File: config.mk
export PLATFORM = sky130hd
export DESIGN_NAME = adc_select_sleep_result_ctrl
export DESIGN_NICKNAME = d
export VERILOG_FILES = /design/src/design/adc_ctrl_pkg.sv /design/src/design/adc_prescaler.sv /design/src/design/adc_select_sleep_result_ctrl.sv /design/src/design/adc_sync2.sv
export SDC_FILE = /design/constraint.sdc
export NUM_CORES = 1
export LEC_CHECK = 0
export BUFFER_PORTS_ARGS = -buffer_cell sky130_fd_sc_hd__buf_2
export CORE_MARGIN = 3
export CORE_UTILIZATION = 58
export CTS_BUF_LIST = sky130_fd_sc_hd__clkbuf_8
export CTS_CLUSTER_DIAMETER = 60
export DETAILED_ROUTE_END_ITERATION = 6
export PLACE_DENSITY = 0.86
export SYNTH_ARGS = -nofsm -noshare
export SYNTH_HDL_FRONTEND = slang
export SYNTH_SLANG_ARGS = --single-unit
File: constraint.sdc
create_clock -name CORE_CLK -period 6.85 [get_ports CORE_CLK]
set_input_delay 1.37 -clock CORE_CLK [delete_from_list [all_inputs] [get_ports CORE_CLK]]
set_output_delay 1.37 -clock CORE_CLK [all_outputs]
set_load 0.03 [all_outputs]
File: src/design/adc_ctrl_pkg.sv
package adc_ctrl_pkg;

    // ------------------------------------------------------------
    // Register map (byte addresses on the Avalon-MM slave)
    // ------------------------------------------------------------
    localparam logic [4:0] OFS_SELECT = 5'h00;
    localparam logic [4:0] OFS_CTRL = 5'h04;
    localparam logic [4:0] OFS_RES_LO = 5'h08;
    localparam logic [4:0] OFS_RES_HI = 5'h0c;
    localparam logic [4:0] OFS_MODE = 5'h10;

    // Field positions.
    localparam int SEL_REF = 6;
    localparam int SEL_LEFT = 5;
    localparam int SEL_CH_LSB = 0;
    localparam int CS_ENABLE = 7;
    localparam int CS_START = 6;
    localparam int CS_AUTO = 5;
    localparam int CS_FLAG = 4;
    localparam int CS_IE = 3;
    localparam int CS_PS_LSB = 0;
    localparam int MODE_FREE = 0;

    // Reset values.
    localparam logic [2:0] PRESC_RESET = 3'h0;
    localparam logic [9:0] RESULT_RESET = 10'h000;

    // Conversion timing in converter clock cycles.
    localparam logic [4:0] CYC_NORMAL = 5'h0d;
    localparam logic [4:0] CYC_FIRST = 5'h19;
    localparam logic [4:0] SH_NORMAL = 5'h01;
    localparam logic [4:0] SH_FIRST = 5'h0d;

    // Code limits.
    localparam logic [9:0] FULL_SCALE = 10'h3ff;

    // ------------------------------------------------------------
    // Types
    // ------------------------------------------------------------
    typedef struct packed {
        logic reference_select;
        logic [1:0] channel_select;
    } select_t;

    typedef enum logic [1:0] {ST_IDLE, ST_WAIT_EDGE, ST_CONVERT} conv_state_t;

endpackage : adc_ctrl_pkg

File: src/design/adc_prescaler.sv
`timescale 1ns/1ps
module adc_prescaler (
    input wire logic clk,
    input wire logic rst_n,
    input wire logic run,
    input wire logic restart,
    input wire logic [2:0] div_sel,
    output logic tick
);

    logic [6:0] cnt_reg;
    logic [6:0] cnt_next;
    logic [6:0] last_count;

    // Division factor minus one; selections 0 and 1 both divide by two.
    function automatic logic [6:0] div_last(input logic [2:0] sel);
        logic [7:0] f;
        f = 8'h01 << ((sel == 3'h0) ? 3'h1 : sel);
        div_last = f[6:0] - 7'h01;
    endfunction : div_last

    assign last_count = div_last(div_sel);
    assign tick = run && !restart && (cnt_reg >= last_count);
    assign cnt_next = tick ? 7'h00 : cnt_reg + 7'h01;

    // Held in reset while the converter is off or a trigger realigns it.
    always_ff @(posedge clk) begin
        if (!rst_n || !run || restart) begin
            cnt_reg <= 7'h00;
        end else begin
            cnt_reg <= cnt_next;
        end
    end

endmodule : adc_prescaler

File: src/design/adc_select_sleep_result_ctrl.sv
// Register access over Avalon-MM and the address map are this design's own decisions.
`timescale 1ns/1ps
// Behaviour
// - Selection holding register always accessible; copied to active selection when idle.
// - Active selection frozen from conversion start.
// - Copying resumes in the last converter cycle before the done flag.
// - Start bit write begins conversion on the next converter clock edge.
// - A safely made selection change applies to the next conversion.
// - Free running: change after a completion affects only later conversions.
// - Reference select picks supply or internal 1.1V reference.
// - Inputs above the reference give codes at full scale 0x3FF.
// - Qualifying sleep entry starts a conversion once the CPU halts.
// - Completion interrupt request raised even if another interrupt woke the CPU.
// - Converter is never switched off automatically by sleep.
// - Result bytes are written by the time the done flag is set.
// - Code is Vin times 1024 over reference, 0x000 ground.
// - Start bit reads one during conversion, cleared at single-mode completion.
// - Normal conversion 13 converter cycles, first after enable 25.
// - Done flag set on completion; cleared by writing one or vector entry.
// - Low byte read blocks result updates until high byte read.
module adc_select_sleep_result_ctrl
    import adc_ctrl_pkg::*;
(
    input wire logic CORE_CLK,
    input wire logic RST_N,
    input wire logic [4:0] ADDRESS,
    input wire logic READ,
    input wire logic WRITE,
    input wire logic [3:0] BYTEENABLE,
    input wire logic [31:0] WRITEDATA,
    output logic [31:0] READDATA,
    output logic WAITREQUEST,
    input wire logic [9:0] CONV_CODE,
    input wire logic CONV_OVER,
    input wire logic AUTO_TRIGGER,
    input wire logic SLEEP_HALTED,
    input wire logic IRQ_ACK,
    output logic IRQ_REQ,
    output logic ANALOG_ON,
    output logic [1:0] ACTIVE_CHANNEL,
    output logic ACTIVE_REFERENCE,
    output logic SAMPLE_HOLD,
    output logic CONV_BUSY
);

    // ------------------------------------------------------------
    // State
    // ------------------------------------------------------------
    select_t sel_hold_reg, active_sel_reg;
    logic left_reg, enable_reg, auto_reg, ie_reg, flag_reg, free_reg;
    logic [2:0] presc_reg;
    conv_state_t state_reg, state_next;
    logic [4:0] cyc_reg, cyc_next;
    logic first_reg, lock_reg, ack_reg, trig_prev_reg, sample_reg;
    logic [9:0] res_reg;
    logic [31:0] rdata_reg;

    // ------------------------------------------------------------
    // Bus decode
    // ------------------------------------------------------------
    wire req = READ || WRITE;
    wire accept = req && ack_reg;
    wire wr = accept && WRITE && BYTEENABLE[0];
    wire rd = accept && READ;
    wire wr_sel = wr && (ADDRESS == OFS_SELECT);
    wire wr_ctrl = wr && (ADDRESS == OFS_CTRL);
    wire wr_mode = wr && (ADDRESS == OFS_MODE);
    wire rd_lo = rd && (ADDRESS == OFS_RES_LO);
    wire rd_hi = rd && (ADDRESS == OFS_RES_HI);
    wire [7:0] wd = WRITEDATA[7:0];
    wire enable_next = wr_ctrl ? wd[CS_ENABLE] : enable_reg;

    // One wait state, so read data is registered before the accepting edge.
    assign WAITREQUEST = req && !ack_reg;

    // ------------------------------------------------------------
    // Analog-side inputs and converter clock
    // ------------------------------------------------------------
    logic [10:0] analog_s;
    logic tick;

    adc_sync2 #(.WIDTH(11)) u_sync (
        .clk(CORE_CLK),
        .rst_n(RST_N),
        .d({CONV_OVER, CONV_CODE}),
        .q(analog_s)
    );

    wire trig_rise = AUTO_TRIGGER && !trig_prev_reg;
    wire idle = (state_reg == ST_IDLE);
    wire trig_start = trig_rise && auto_reg && enable_reg && idle;

    adc_prescaler u_presc (
        .clk(CORE_CLK),
        .rst_n(RST_N),
        .run(enable_reg),
        .restart(trig_start),
        .div_sel(presc_reg),
        .tick(tick)
    );

    // Over-range inputs saturate at full scale; otherwise the front end's
    // code Vin*1024/Vref is passed through, 0x000 being ground.
    wire [9:0] code_word = analog_s[10] ? FULL_SCALE : analog_s[9:0];

    // ------------------------------------------------------------
    // Conversion sequencer
    // ------------------------------------------------------------
    wire [4:0] conv_len = first_reg ? CYC_FIRST : CYC_NORMAL;
    wire [4:0] sh_cyc = first_reg ? SH_FIRST : SH_NORMAL;
    wire in_conv = (state_reg == ST_CONVERT);
    wire last_cycle = in_conv && (cyc_reg == conv_len - 5'h01);
    wire done = last_cycle && tick;
    wire sw_start = wr_ctrl && wd[CS_START] && wd[CS_ENABLE];
    // Sleep pulse from the power manager; software owns the preconditions.
    wire sleep_start = SLEEP_HALTED && enable_reg;
    wire start_evt = sw_start || sleep_start || trig_start;

    // Start is taken only when idle; a zero written to the start bit does nothing.
    always_comb begin
        state_next = state_reg;
        cyc_next = cyc_reg;
        case (state_reg)
            ST_IDLE: begin
                if (start_evt) begin
                    state_next = ST_WAIT_EDGE;
                end
            end
            ST_WAIT_EDGE: begin
                if (tick) begin
                    state_next = ST_CONVERT;
                    cyc_next = 5'h00;
                end
            end
            ST_CONVERT: begin
                if (done) begin
                    state_next = free_reg ? ST_CONVERT : ST_IDLE;
                    cyc_next = 5'h00;
                end else if (tick) begin
                    cyc_next = cyc_reg + 5'h01;
                end
            end
            default: begin
                state_next = ST_IDLE;
            end
        endcase
        // Turning the converter off aborts; sleep never clears enable.
        if (!enable_next) begin
            state_next = ST_IDLE;
        end
    end

    always_ff @(posedge CORE_CLK) begin
        if (!RST_N) begin
            state_reg <= ST_IDLE;
            cyc_reg <= 5'h00;
            first_reg <= 1'b1;
            trig_prev_reg <= 1'b0;
            sample_reg <= 1'b0;
        end else begin
            state_reg <= state_next;
            cyc_reg <= cyc_next;
            first_reg <= !enable_reg || (first_reg && !done);
            trig_prev_reg <= AUTO_TRIGGER;
            sample_reg <= in_conv && tick && (cyc_reg == sh_cyc - 5'h01);
        end
    end

    // ------------------------------------------------------------
    // Channel and reference selection
    // ------------------------------------------------------------
    // Outside a conversion, and again in its last cycle, the held selection
    // flows through; the frozen window protects the sampling time.
    wire copy_en = !in_conv || last_cycle;

    always_ff @(posedge CORE_CLK) begin
        if (!RST_N) begin
            sel_hold_reg <= '0;
            active_sel_reg <= '0;
            left_reg <= 1'b0;
        end else begin
            if (wr_sel) begin
                sel_hold_reg <= {wd[SEL_REF], wd[SEL_CH_LSB +: 2]};
                left_reg <= wd[SEL_LEFT];
            end
            if (copy_en) begin
                active_sel_reg <= sel_hold_reg;
            end
        end
    end

    // ------------------------------------------------------------
    // Control, flag and result
    // ------------------------------------------------------------
    // The completion set wins over a simultaneous clear.
    wire flag_clr = (wr_ctrl && wd[CS_FLAG]) || IRQ_ACK;
    wire flag_next = done || (flag_reg && !flag_clr);

    always_ff @(posedge CORE_CLK) begin
        if (!RST_N) begin
            enable_reg <= 1'b0;
            auto_reg <= 1'b0;
            ie_reg <= 1'b0;
            presc_reg <= PRESC_RESET;
            free_reg <= 1'b0;
            flag_reg <= 1'b0;
        end else begin
            if (wr_ctrl) begin
                enable_reg <= wd[CS_ENABLE];
                auto_reg <= wd[CS_AUTO];
                ie_reg <= wd[CS_IE];
                presc_reg <= wd[CS_PS_LSB +: 3];
            end
            if (wr_mode) begin
                free_reg <= wd[MODE_FREE];
            end
            flag_reg <= flag_next;
        end
    end

    // A completion while the low byte is pending loses its result but still
    // sets the flag, so software sees the overrun only as a stale pair.
    always_ff @(posedge CORE_CLK) begin
        if (!RST_N) begin
            res_reg <= RESULT_RESET;
            lock_reg <= 1'b0;
        end else begin
            if (done && !lock_reg) begin
                res_reg <= code_word;
            end
            if (rd_lo) begin
                lock_reg <= 1'b1;
            end else if (rd_hi) begin
                lock_reg <= 1'b0;
            end
        end
    end

    // ------------------------------------------------------------
    // Read data and handshake
    // ------------------------------------------------------------
    wire [7:0] res_lo = left_reg ? {res_reg[1:0], 6'h00} : res_reg[7:0];
    wire [7:0] res_hi = left_reg ? res_reg[9:2] : {6'h00, res_reg[9:8]};
    wire [7:0] sel_rd = {1'b0, sel_hold_reg.reference_select, left_reg, 3'h0,
                         sel_hold_reg.channel_select};
    wire [7:0] ctrl_rd = {enable_reg, !idle, auto_reg, flag_reg, ie_reg, presc_reg};
    logic [7:0] rd_mux;

    always_comb begin
        case (ADDRESS)
            OFS_SELECT: rd_mux = sel_rd;
            OFS_CTRL: rd_mux = ctrl_rd;
            OFS_RES_LO: rd_mux = res_lo;
            OFS_RES_HI: rd_mux = res_hi;
            OFS_MODE: rd_mux = {7'h00, free_reg};
            default: rd_mux = 8'h00;
        endcase
    end

    always_ff @(posedge CORE_CLK) begin
        if (!RST_N) begin
            ack_reg <= 1'b0;
            rdata_reg <= 32'h0000_0000;
        end else begin
            ack_reg <= req && !ack_reg;
            if (req && !ack_reg) begin
                rdata_reg <= {24'h00_0000, rd_mux};
            end
        end
    end

    assign READDATA = rdata_reg;
    // The request stays up after a wake by another source.
    assign IRQ_REQ = flag_reg && ie_reg;
    assign ANALOG_ON = enable_reg;
    assign ACTIVE_CHANNEL = active_sel_reg.channel_select;
    assign ACTIVE_REFERENCE = active_sel_reg.reference_select;
    assign SAMPLE_HOLD = sample_reg;
    assign CONV_BUSY = !idle;
endmodule : adc_select_sleep_result_ctrl

File: src/design/adc_sync2.sv
`timescale 1ns/1ps
module adc_sync2 #(
    parameter int WIDTH = 1
) (
    input wire logic clk,
    input wire logic rst_n,
    input wire logic [WIDTH-1:0] d,
    output logic [WIDTH-1:0] q
);

    logic [WIDTH-1:0] meta_reg;

    // Two stages; only the second stage reads the first.
    always_ff @(posedge clk) begin
        if (!rst_n) begin
            meta_reg <= '0;
            q <= '0;
        end else begin
            meta_reg <= d;
            q <= meta_reg;
        end
    end

endmodule : adc_sync2

==> impl_metrics.json, run 1 <==
{
  "status": "finished clean",
  "cts_resized": 0,
  "crit_chain": "buf_2 -> nor2_1 -> or2_2 -> inv_1 -> buf_2",
  "finalSetupViolCount": 0,
  "insertedDiodeCount": 0,
  "worstSetupStartpointType": "input port",
  "viasPerCell": 5.612,
  "layout_common_cells": "74 x dfxtp_1, 47 x buf_2, 36 x nor2_1, 26 x and2_1, 26 x conb_1",
  "ys_warn_count": 0,
  "use_met1_pct": 27.02,
  "place_area_um2": 3706,
  "hold_class": "reg -> reg",
  "slew_headroom_pct": 26.22,
  "dr.pass1.iters": 5,
  "startpoint": "READ",
  "die_x_um": 84.25,
  "max_stage_delay_ps": 360,
  "cp.depth": 5,
  "grt_use_met3_pct": 7.753,
  "endpoint_kind": "output port",
  "synth_cell_types": 61,
  "final_common_cell": "dfxtp_1",
  "drtIter0Drc": 184,
  "final.setup.tns_ps": 0,
  "rsz0062_at_grt": "no",
  "grt_max_degree": 35,
  "dpl.hpwl_um": 5324,
  "synth_edf_count": 0,
  "start_util_pct": 62.20,
  "ys_seq_area_share_pct": 41.72,
  "place_ws_ps": 3308,
  "stdcell_area_um2": 3916,
  "hold_buffers": 0,
  "antenna_found_initial": 0,
  "cts_tree": "yes",
  "p_per_area_nw_per_um2": 215.8,
  "rr_startpoint": "presc_reg[2]",
  "reg2reg_depth": 10,
  "cts_root_buf": "clkbuf_8",
  "critical_path_buf_inv_count": 3,
  "final-seq-area_um2": 1481,
  "fin_worst_skew_ps": 11.72,
  "finalCritPeriodShare_pct": 51.69,
  "drive_above_1_share_pct": 19.03,
  "max_freq_ghz": 0.2824,
  "track_usage_pct": 22.13,
  "worstPathRequired_ps": 5480,
  "grt-busiest-layer": "met2",
  "path_delay_family": "simple AND/OR/NAND/NOR gates",
  "vias": 2823,
  "power.total_mw": 0.8452,
  "first_global_vias": 2768,
  "max-cap-violations": 0,
  "drc": 0,
  "io_pins": 99,
  "hp-start": "u_sync.meta_reg[6]",
  "final_nets": 499,
  "whs_path_depth": 1,
  "nFillCells": 444,
  "synthCells": 387,
  "synth_area_um2": 3551,
  "avgSynthCellArea_um2": 9.175,
  "crit_path_max_fanout": 10,
  "clockBufferDepth": 2,
  "fin_ws_ps": 3309,
  "grt_use_met2_pct": 35.94,
  "die_h_um": 84.25,
  "async_reset_ff_share_pct": 0,
  "cts_sinks": 74,
  "synthFlopType": "dfxtp_1",
  "synth_seq_cells": 74,
  "post_drt_wl_per_cell_um": 14.91,
  "grt_pass1_wl_um": 12610,
  "place_congestion": 0.8087,
  "ant_nets": 0,
  "cpMaxStageDelayCell": "or2_2",
  "num_rows": 27,
  "tightest_slew_ps": 1104,
  "hold_viol_final": 0,
  "clkTransAtPathRegs_ps": 80,
  "io_buffers": 47,
  "critical_path_arrival_ps": 2170,
  "cts_made_buffers": 9,
  "core-area_um2": 5709,
  "ir_worst_vdd_mv": 0.1965,
  "clk_latency_ps": 360,
  "grt-ovfl-total": 0,
  "criticalPathCategory": "in -> out",
  "cts_max_level": 3,
  "postCtsSetupBuffers": 0,
  "p_leak_nw": 1.703,
  "finalCriticalPeriod_ps": 3541,
  "routed_wl_um": 7498,
  "syn2layout_area_growth_pct": 10.29,
  "dieArea_um2": 7097,
  "crit_top_cell": "buf_2",
  "multiInputGateArea_um2": 1847,
  "drv_slew": 0
}
==> worst reg2reg max path: cells and delay by family (launching register included) <==
| kind | cells | cell delay, ps |
|---|---|---|
| and+or+nand+nor | 5 | 1310 |
| AOI/OAI and AO/OA | 2 | 1040 |
| adders and majority gates | 2 | 450 |
| DFF | 1 | 390 |
| xor gates and xnor gates | 1 | 160 |
==> path summary, 6_finish.rpt <==
path	endpoint	slack [ps]
min	u_sync.q[6]	440
min reg2reg	u_sync.q[6]	440
max	WAITREQUEST	3310
max reg2reg	res_reg[8]	3370
==> per-stage QoR <==
step                      util, %  instances  hold WS (ps)
after floorplan                 -        411         411.9
after global placement      64.91        487         417.3
after detailed placement    64.91        487         417.7
after CTS                   68.60        503         440.6
after global routing        68.60        503         464.3
final                       68.60        503         438.7
==> cell type report <==
class	count	area share, %
clock buffer	10	3.514
sequential	74	37.83
multi-input combinational	280	47.16
timing repair buffer	47	6.006
clock inverter	6	1.853
tap	72	2.300
inverter	14	1.342
==> power by group <==
group	total [mW]	internal, mW	leakage [nW]	switching [mW]
combinational	0.0533	0.0149	0.998	0.0385
sequential	0.439	0.437	0.601	0.00245
clock	0.353	0.182	0.103	0.171
==> Yosys cell counts (2+ instances only) <==
cell       count  area, um^2
nor4b_1        2       17.52
buf_4         24       180.2
a21o_1         3       22.52
nand4_1        2       12.51
nor2_1        36       135.1
mux2i_1       14       140.1
nand3_1       13       65.06
xor2_1         5       43.79
o21ai_0        5       25.02
nand2_1       19       71.32
a211o_1        2       17.52
a211oi_2       2       25.02
mux2_2         4       45.04
nand2b_1       3       18.77
clkbuf_1      15       56.30
conb_1         2       7.510
nor2b_1        2       12.51
inv_1         13       48.80
or2_2          2       12.51
o211ai_1       2       15.01
nor3b_1        5       37.54
ha_1          14       175.2
a2bb2oi_1      2       17.52
a32oi_1        4       35.03
and3_1         8       50.05
a21oi_1       11       55.05
o21a_1         2       15.01
and3b_1        2       17.52
a22o_1         2       17.52
a31oi_1       13       81.33
and2_1        26       162.7
dfxtp_1       74        1481
a22oi_1        3       22.52
nor3_1        24       120.1
==> layer usage <==
metal	share of wire [%]	vias to the layer above	wire length, um
li1	-	1385	-
met1	42	1310	3169
met2	48	108	3581
met3	7.8	20	584
met4	2.2	0	163
met5	0	-	0
==> cells by family after synthesis <==
| kind of cell | share of synthesized area [%] |
|---|---|
| other | 0.2115 |
| AOI/OAI and AO/OA | 13.57 |
| muxes | 5.532 |
| xor gates and xnor gates | 1.480 |
| and+or+nand+nor | 23.75 |
| adders and majority gates | 4.933 |
| buffers and inverters | 8.808 |
| DFF | 41.72 |
Note: power is estimated with default switching activity, not from simulation.
==> run 2, diff against run 1 <==
--- a/config.mk
+++ b/config.mk
@@ -5,13 +5,14 @@
 export SDC_FILE = /design/constraint.sdc
 export NUM_CORES = 1
 export LEC_CHECK = 0
+export ABC_AREA = 1
 export BUFFER_PORTS_ARGS = -buffer_cell sky130_fd_sc_hd__buf_2
 export CORE_MARGIN = 3
-export CORE_UTILIZATION = 58
+export CORE_UTILIZATION = 49
 export CTS_BUF_LIST = sky130_fd_sc_hd__clkbuf_8
 export CTS_CLUSTER_DIAMETER = 60
 export DETAILED_ROUTE_END_ITERATION = 6
-export PLACE_DENSITY = 0.86
+export PLACE_DENSITY = 0.78
 export SYNTH_ARGS = -nofsm -noshare
 export SYNTH_HDL_FRONTEND = slang
 export SYNTH_SLANG_ARGS = --single-unit
==> constraint.sdc (replaced) <==
create_clock -name CORE_CLK -period 2.85 [get_ports CORE_CLK]
set_input_delay 0.57 -clock CORE_CLK [delete_from_list [all_inputs] [get_ports CORE_CLK]]
set_output_delay 0.57 -clock CORE_CLK [all_outputs]
set_load 0.03 [all_outputs]
==> impl_metrics.json, run 2 <==
{
  "ir_worst_vdd_mv": 0.3203,
  "synth_commonest_cells": "115 x nand2_1, 74 x dfxtp_1, 58 x inv_1",
  "ant_nets": 0,
  "die_x_um": 90.71,
  "first_global_vias": 2792,
  "postCtsSetupBuffers": 0,
  "post_drt_wl_per_cell_um": 11.65,
  "io_pins": 99,
  "endpoint_kind": "register",
  "synth_edf_count": 0,
  "p_sw_mw": 0.5097,
  "place_congestion": 0.9110,
  "fin_worst_skew_ps": 7.086,
  "multiInputGateArea_um2": 1655,
  "crit_path_max_fanout": 7,
  "die_h_um": 90.71,
  "critical_path_arrival_ps": 2780,
  "syn2layout_area_growth_pct": 12.85,
  "hold_class": "in -> reg",
  "slew_headroom_pct": 55.56,
  "tightest_slew_ps": 666.6,
  "dpl.hpwl_um": 5470,
  "cts_tree": "yes",
  "layout_common_cells": "115 x nand2_1, 74 x dfxtp_1, 58 x inv_1, 47 x buf_2, 45 x nor2_1",
  "hold_viol_final": 0,
  "finalSetupViolCount": 0,
  "nFillCells": 669,
  "status": "finished clean",
  "final.setup.tns_ps": 0,
  "dieArea_um2": 8227,
  "max_freq_ghz": 0.4016,
  "synth_seq_cells": 74,
  "rsz0062_at_grt": "no",
  "cts_resized": 0,
  "criticalPathCategory": "reg -> reg",
  "cts_sinks": 74,
  "vias": 3006,
  "synthCells": 480,
  "cts_root_buf": "clkbuf_8",
  "routed_wl_um": 7330,
  "final_common_cell": "nand2_1",
  "grt-ovfl-total": 0,
  "seq_power_share_pct": 49.9,
  "drtIter0Drc": 142,
  "avgSynthCellArea_um2": 7.325,
  "synth_area_um2": 3516,
  "antenna_found_initial": 0,
  "drc": 0,
  "synth_cell_types": 33,
  "worstPathRequired_ps": 3140,
  "max-cap-violations": 0,
  "power.internal_mw": 1.607,
  "power.share.clock_pct": 44.2,
  "clkTransAtPathRegs_ps": 80,
  "num_rows": 30,
  "insertedDiodeCount": 0,
  "p_per_area_nw_per_um2": 533.6,
  "ys_seq_area_share_pct": 42.14,
  "final_nets": 601,
  "pwr-share-comb_pct": 5.9,
  "async_reset_ff_share_pct": 0,
  "finalCriticalPeriod_ps": 2490,
  "final-seq-area_um2": 1481,
  "dr.pass1.iters": 4,
  "grt_max_degree": 43,
  "worstSetupStartpointType": "register",
  "cts_max_level": 3,
  "start_util_pct": 51.18,
  "core-area_um2": 6869,
  "io_buffers": 47,
  "finalCritPeriodShare_pct": 87.37,
  "final_cell_count_no_fill": 629,
  "drive_above_1_share_pct": 15.76,
  "synth_top_area_share_pct": 42.14,
  "drv_slew": 0,
  "switching_share_pct": 24.08,
  "cts_made_buffers": 9,
  "clk_latency_ps": 350,
  "clockBufferDepth": 2,
  "synth.largest_area_cell": "dfxtp_1",
  "grt_pass1_wl_um": 12560,
  "fin_ws_ps": 360.0,
  "place_ws_ps": 379.0,
  "hold_buffers": 0,
  "p_leak_nw": 1.897,
  "viasPerCell": 4.779,
  "dp.cells": 613,
  "ys_warn_count": 0,
  "synth_most_common_cell": "nand2_1",
  "track_usage_pct": 18.73,
  "synthFlopType": "dfxtp_1",
  "synthTopCellsByArea": "dfxtp_1 42%, nand2_1 12%, inv_1 6.2%"
}
==> run 2: cell types whose count changed in the layout (fill, tap and decap cells not counted), sizes merged, moves of 6 or more <==
cell | previous run | this run
a21oi | 11 | 34
inv | 15 | 65
o21ai | 5 | 29
nand3 | 13 | 34
nor3 | 24 | 6
and3 | 9 | 0
a31oi | 13 | 0
mux2i | 14 | 0
nor2 | 37 | 52
and2 | 26 | 0
nand2 | 19 | 116
nor3b | 6 | 0
==> run 2: path summary, 6_finish.rpt <==
check                     startpoint  slack [ps]  cells after the start                  to
setup / recovery        presc_reg[2]         360                     15          cyc_reg[2]
hold / removal          CONV_CODE[9]         390                      3  u_sync.meta_reg[9]
setup reg to reg        presc_reg[2]         360                     15          cyc_reg[2]
hold reg to reg   u_sync.meta_reg[2]         410                      2         u_sync.q[2]
==> run 2: metal layers <==
metal | GRT usage (%) | vias to the layer above | part of all wire, %
met5 | 0 | - | 0
met4 | 5.612 | 0 | 0.80
met3 | 5.583 | 7 | 6.3
met2 | 30.82 | 84 | 46
met1 | 23.60 | 1349 | 47
li1 | - | 1566 | -
==> run 2: worst max-delay path, cell delays in order (launching register included) <==
cell and delay (ps):
dfxtp_1 360, inv_1 150, nand2_1 80, ha_1 200, xnor2_1 120, ha_1 310, nand2_1 60, nor2_1 100
nand3_1 80, nand3_1 160, nand2_1 180, nand2_2 180, nand3_2 180, nand2_1 110, nand2_1 50, nor2_1 110
==> run 2: cell type report <==
| class | count | share of cell area [%] |
|---|---|---|
| multi-input cells | 332 | 41.72 |
| clock inverters | 6 | 2.460 |
| well taps | 96 | 3.027 |
| flip-flops and latches | 74 | 37.34 |
| inverters | 64 | 6.055 |
| clock buffers | 10 | 3.469 |
| repair buffers | 47 | 5.929 |
==> run 2: power groups by stage <==
| stage | logic (mW) | clock network, mW | registers (mW) |
|---|---|---|---|
| floorplan | 0.115 | 0 | 1.08 |
| global placement | 0.121 | 0 | 1.08 |
| detailed placement | 0.123 | 0 | 1.08 |
| CTS | 0.124 | 0.957 | 1.06 |
| global route | 0.139 | 1.00 | 1.06 |
| finish | 0.125 | 0.936 | 1.06 |
==> run 2: cell families (layout without fill, tap and decap cells) <==
kind of cell | after synthesis | after routing | share of synthesized area (%)
AOI/OAI and AO/OA | 70 | 70 | 10.75
and+or+nand+nor | 215 | 215 | 26.83
DFF | 74 | 74 | 42.14
buffers and inverters | 98 | 127 | 13.35
other | 2 | 26 | 0.2136
adders and majority gates | 14 | 14 | 4.982
xor gates and xnor gates | 7 | 7 | 1.744
==> run 2: through the flow <==
stage	utilization (%)	hold slack, ps	power (mW)	cell area [um^2]
3_5_place_dp	54.34	395.3	1.205	3732
5_1_grt	57.76	392.5	2.200	3968
6_report	57.76	394.4	2.117	3968
4_1_cts	57.76	376.4	2.138	3968
3_3_place_gp	54.34	397.7	1.202	3732
2_1_floorplan	-	390.5	1.194	3606
==> run 3, diff against run 2 <==
--- a/config.mk
+++ b/config.mk
@@ -5,14 +5,15 @@
 export SDC_FILE = /design/constraint.sdc
 export NUM_CORES = 1
 export LEC_CHECK = 0
-export ABC_AREA = 1
 export BUFFER_PORTS_ARGS = -buffer_cell sky130_fd_sc_hd__buf_2
 export CORE_MARGIN = 3
 export CORE_UTILIZATION = 49
 export CTS_BUF_LIST = sky130_fd_sc_hd__clkbuf_8
 export CTS_CLUSTER_DIAMETER = 60
+export CTS_CLUSTER_SIZE = 14
 export DETAILED_ROUTE_END_ITERATION = 6
 export PLACE_DENSITY = 0.78
+export RECOVER_POWER = 100
 export SYNTH_ARGS = -nofsm -noshare
 export SYNTH_HDL_FRONTEND = slang
 export SYNTH_SLANG_ARGS = --single-unit
==> impl_metrics.json, run 3 (synthesis gave the netlist of run 1 again) <==
{
  "grt-ovfl-total": 0,
  "final-seq-area_um2": 1481,
  "cts_max_level": 3,
  "core-area_um2": 6907,
  "hold_viol_final": 0,
  "antenna_found_initial": 0,
  "ant_nets": 0,
  "vias": 2831,
  "crit_top_cell": "ha_1",
  "multiInputGateArea_um2": 1831,
  "die_x_um": 91.13,
  "postCtsSetupBuffers": 0,
  "critical_path_arrival_ps": 2880,
  "fin_ws_ps": 208.7,
  "dr.pass1.iters": 4,
  "worstPathRequired_ps": 3090,
  "final_nets": 507,
  "place_congestion": 0.8695,
  "insertedDiodeCount": 0,
  "worstSetupStartpointType": "register",
  "syn2layout_area_growth_pct": 11.66,
  "finalSetupViolCount": 0,
  "cts_tree": "yes",
  "clkTransAtPathRegs_ps": 80,
  "final.setup.tns_ps": 0,
  "crit_path_max_fanout": 3,
  "cts_resized": 0,
  "tightest_slew_ps": 1420,
  "rsz0062_at_grt": "no",
  "cts_made_buffers": 9,
  "drive_above_1_share_pct": 16.17,
  "nFillCells": 614,
  "dpl.hpwl_um": 5400,
  "die_h_um": 91.13,
  "layout_common_cells": "74 x dfxtp_1, 36 x nor2_1, 32 x buf_2, 26 x conb_1, 24 x nor3_1",
  "dieArea_um2": 8304,
  "crit_chain": "or2_2 -> ha_1 -> xor2_1 -> ha_1 -> o21a_1 -> nor2_1 -> nor4_2 -> o21ai_0 -> and2_1 -> a221o_1",
  "cts_sinks": 74,
  "max-cap-violations": 0,
  "grt_pass1_wl_um": 12400,
  "max_freq_ghz": 0.3786,
  "endpoint_kind": "register",
  "cpMaxStageDelayCell": "nor4_2",
  "grt_max_degree": 34,
  "clockBufferDepth": 2,
  "max_stage_delay_ps": 340,
  "routed_wl_um": 7248,
  "fin_worst_skew_ps": 8.716,
  "p_leak_nw": 1.664,
  "start_util_pct": 51.41,
  "status": "finished clean",
  "clk_latency_ps": 350,
  "hold_class": "in -> reg",
  "io_buffers": 47,
  "io_pins": 99,
  "final_common_cell": "dfxtp_1",
  "viasPerCell": 5.292,
  "finalCritPeriodShare_pct": 92.68,
  "path_delay_family": "simple AND/OR/NAND/NOR gates",
  "drc": 0,
  "place_ws_ps": 254.2,
  "cts_root_buf": "clkbuf_8",
  "first_global_vias": 2621,
  "hold_buffers": 0,
  "slew_headroom_pct": 5.358,
  "num_rows": 30,
  "criticalPathCategory": "reg -> reg",
  "critical_path_buf_inv_count": 0,
  "p_per_area_nw_per_um2": 512.9,
  "track_usage_pct": 18.28,
  "drv_slew": 0,
  "drtIter0Drc": 127,
  "post_drt_wl_per_cell_um": 13.55,
  "timing.hold.ws_ps": 420.3,
  "finalCriticalPeriod_ps": 2641,
  "ir_worst_vdd_mv": 0.5563
}
[run 3: cell types whose count changed in the layout (fill, tap and decap cells not counted), sizes merged, moves of 18 or more]
cell	delta
nand3	-21
and2	+26
nand2	-97
o21ai	-24
nor3	+18
a21oi	-23
inv	-48
[run 3: layout make-up]
class                   instances  share of cell area (%)
flip-flops and latches         74                   37.36
repair buffers                 55                   6.879
well taps                      96                   3.029
clock buffers                   9                   3.124
inverters                      14                   1.325
clock inverters                 7                   2.114
multi-input cells             280                   46.17
[run 3: power by group]
part | total [mW] | switching [mW] | internal, mW
Clock | 0.850 | 0.429 | 0.421
Combinational | 0.129 | 0.0929 | 0.0357
Sequential | 1.05 | 0.00563 | 1.05
Total | 2.03 | 0.528 | 1.51
[run 3: metal layers]
metal | GRT usage [%] | vias up | wire (um)
met1 | 24.26 | 1311 | 3269
met2 | 28.26 | 113 | 3350
met3 | 5.634 | 12 | 507
li1 | - | 1395 | -
met4 | 6.030 | 0 | 120
met5 | 0 | - | 0
[run 3: path summary, 6_finish.rpt]
path	from	endpoint	slack (ps)	cells after the start
worst min register to register	u_sync.meta_reg[8]	u_sync.q[8]	430	1
worst min-delay path	CONV_CODE[7]	u_sync.meta_reg[7]	420	2
worst max-delay path	presc_reg[2]	cyc_reg[2]	210	10
worst max register to register	presc_reg[2]	cyc_reg[2]	210	10
[run 3: stage by stage]
step	power [mW]	utilization, %	area (um^2)	cells
after floorplan	1.196	-	3641	411
after global placement	1.207	54.96	3796	519
after detailed placement	1.209	54.96	3796	519
after CTS	2.054	57.97	4004	535
after global routing	2.125	57.41	3965	535
final	2.034	57.41	3965	535
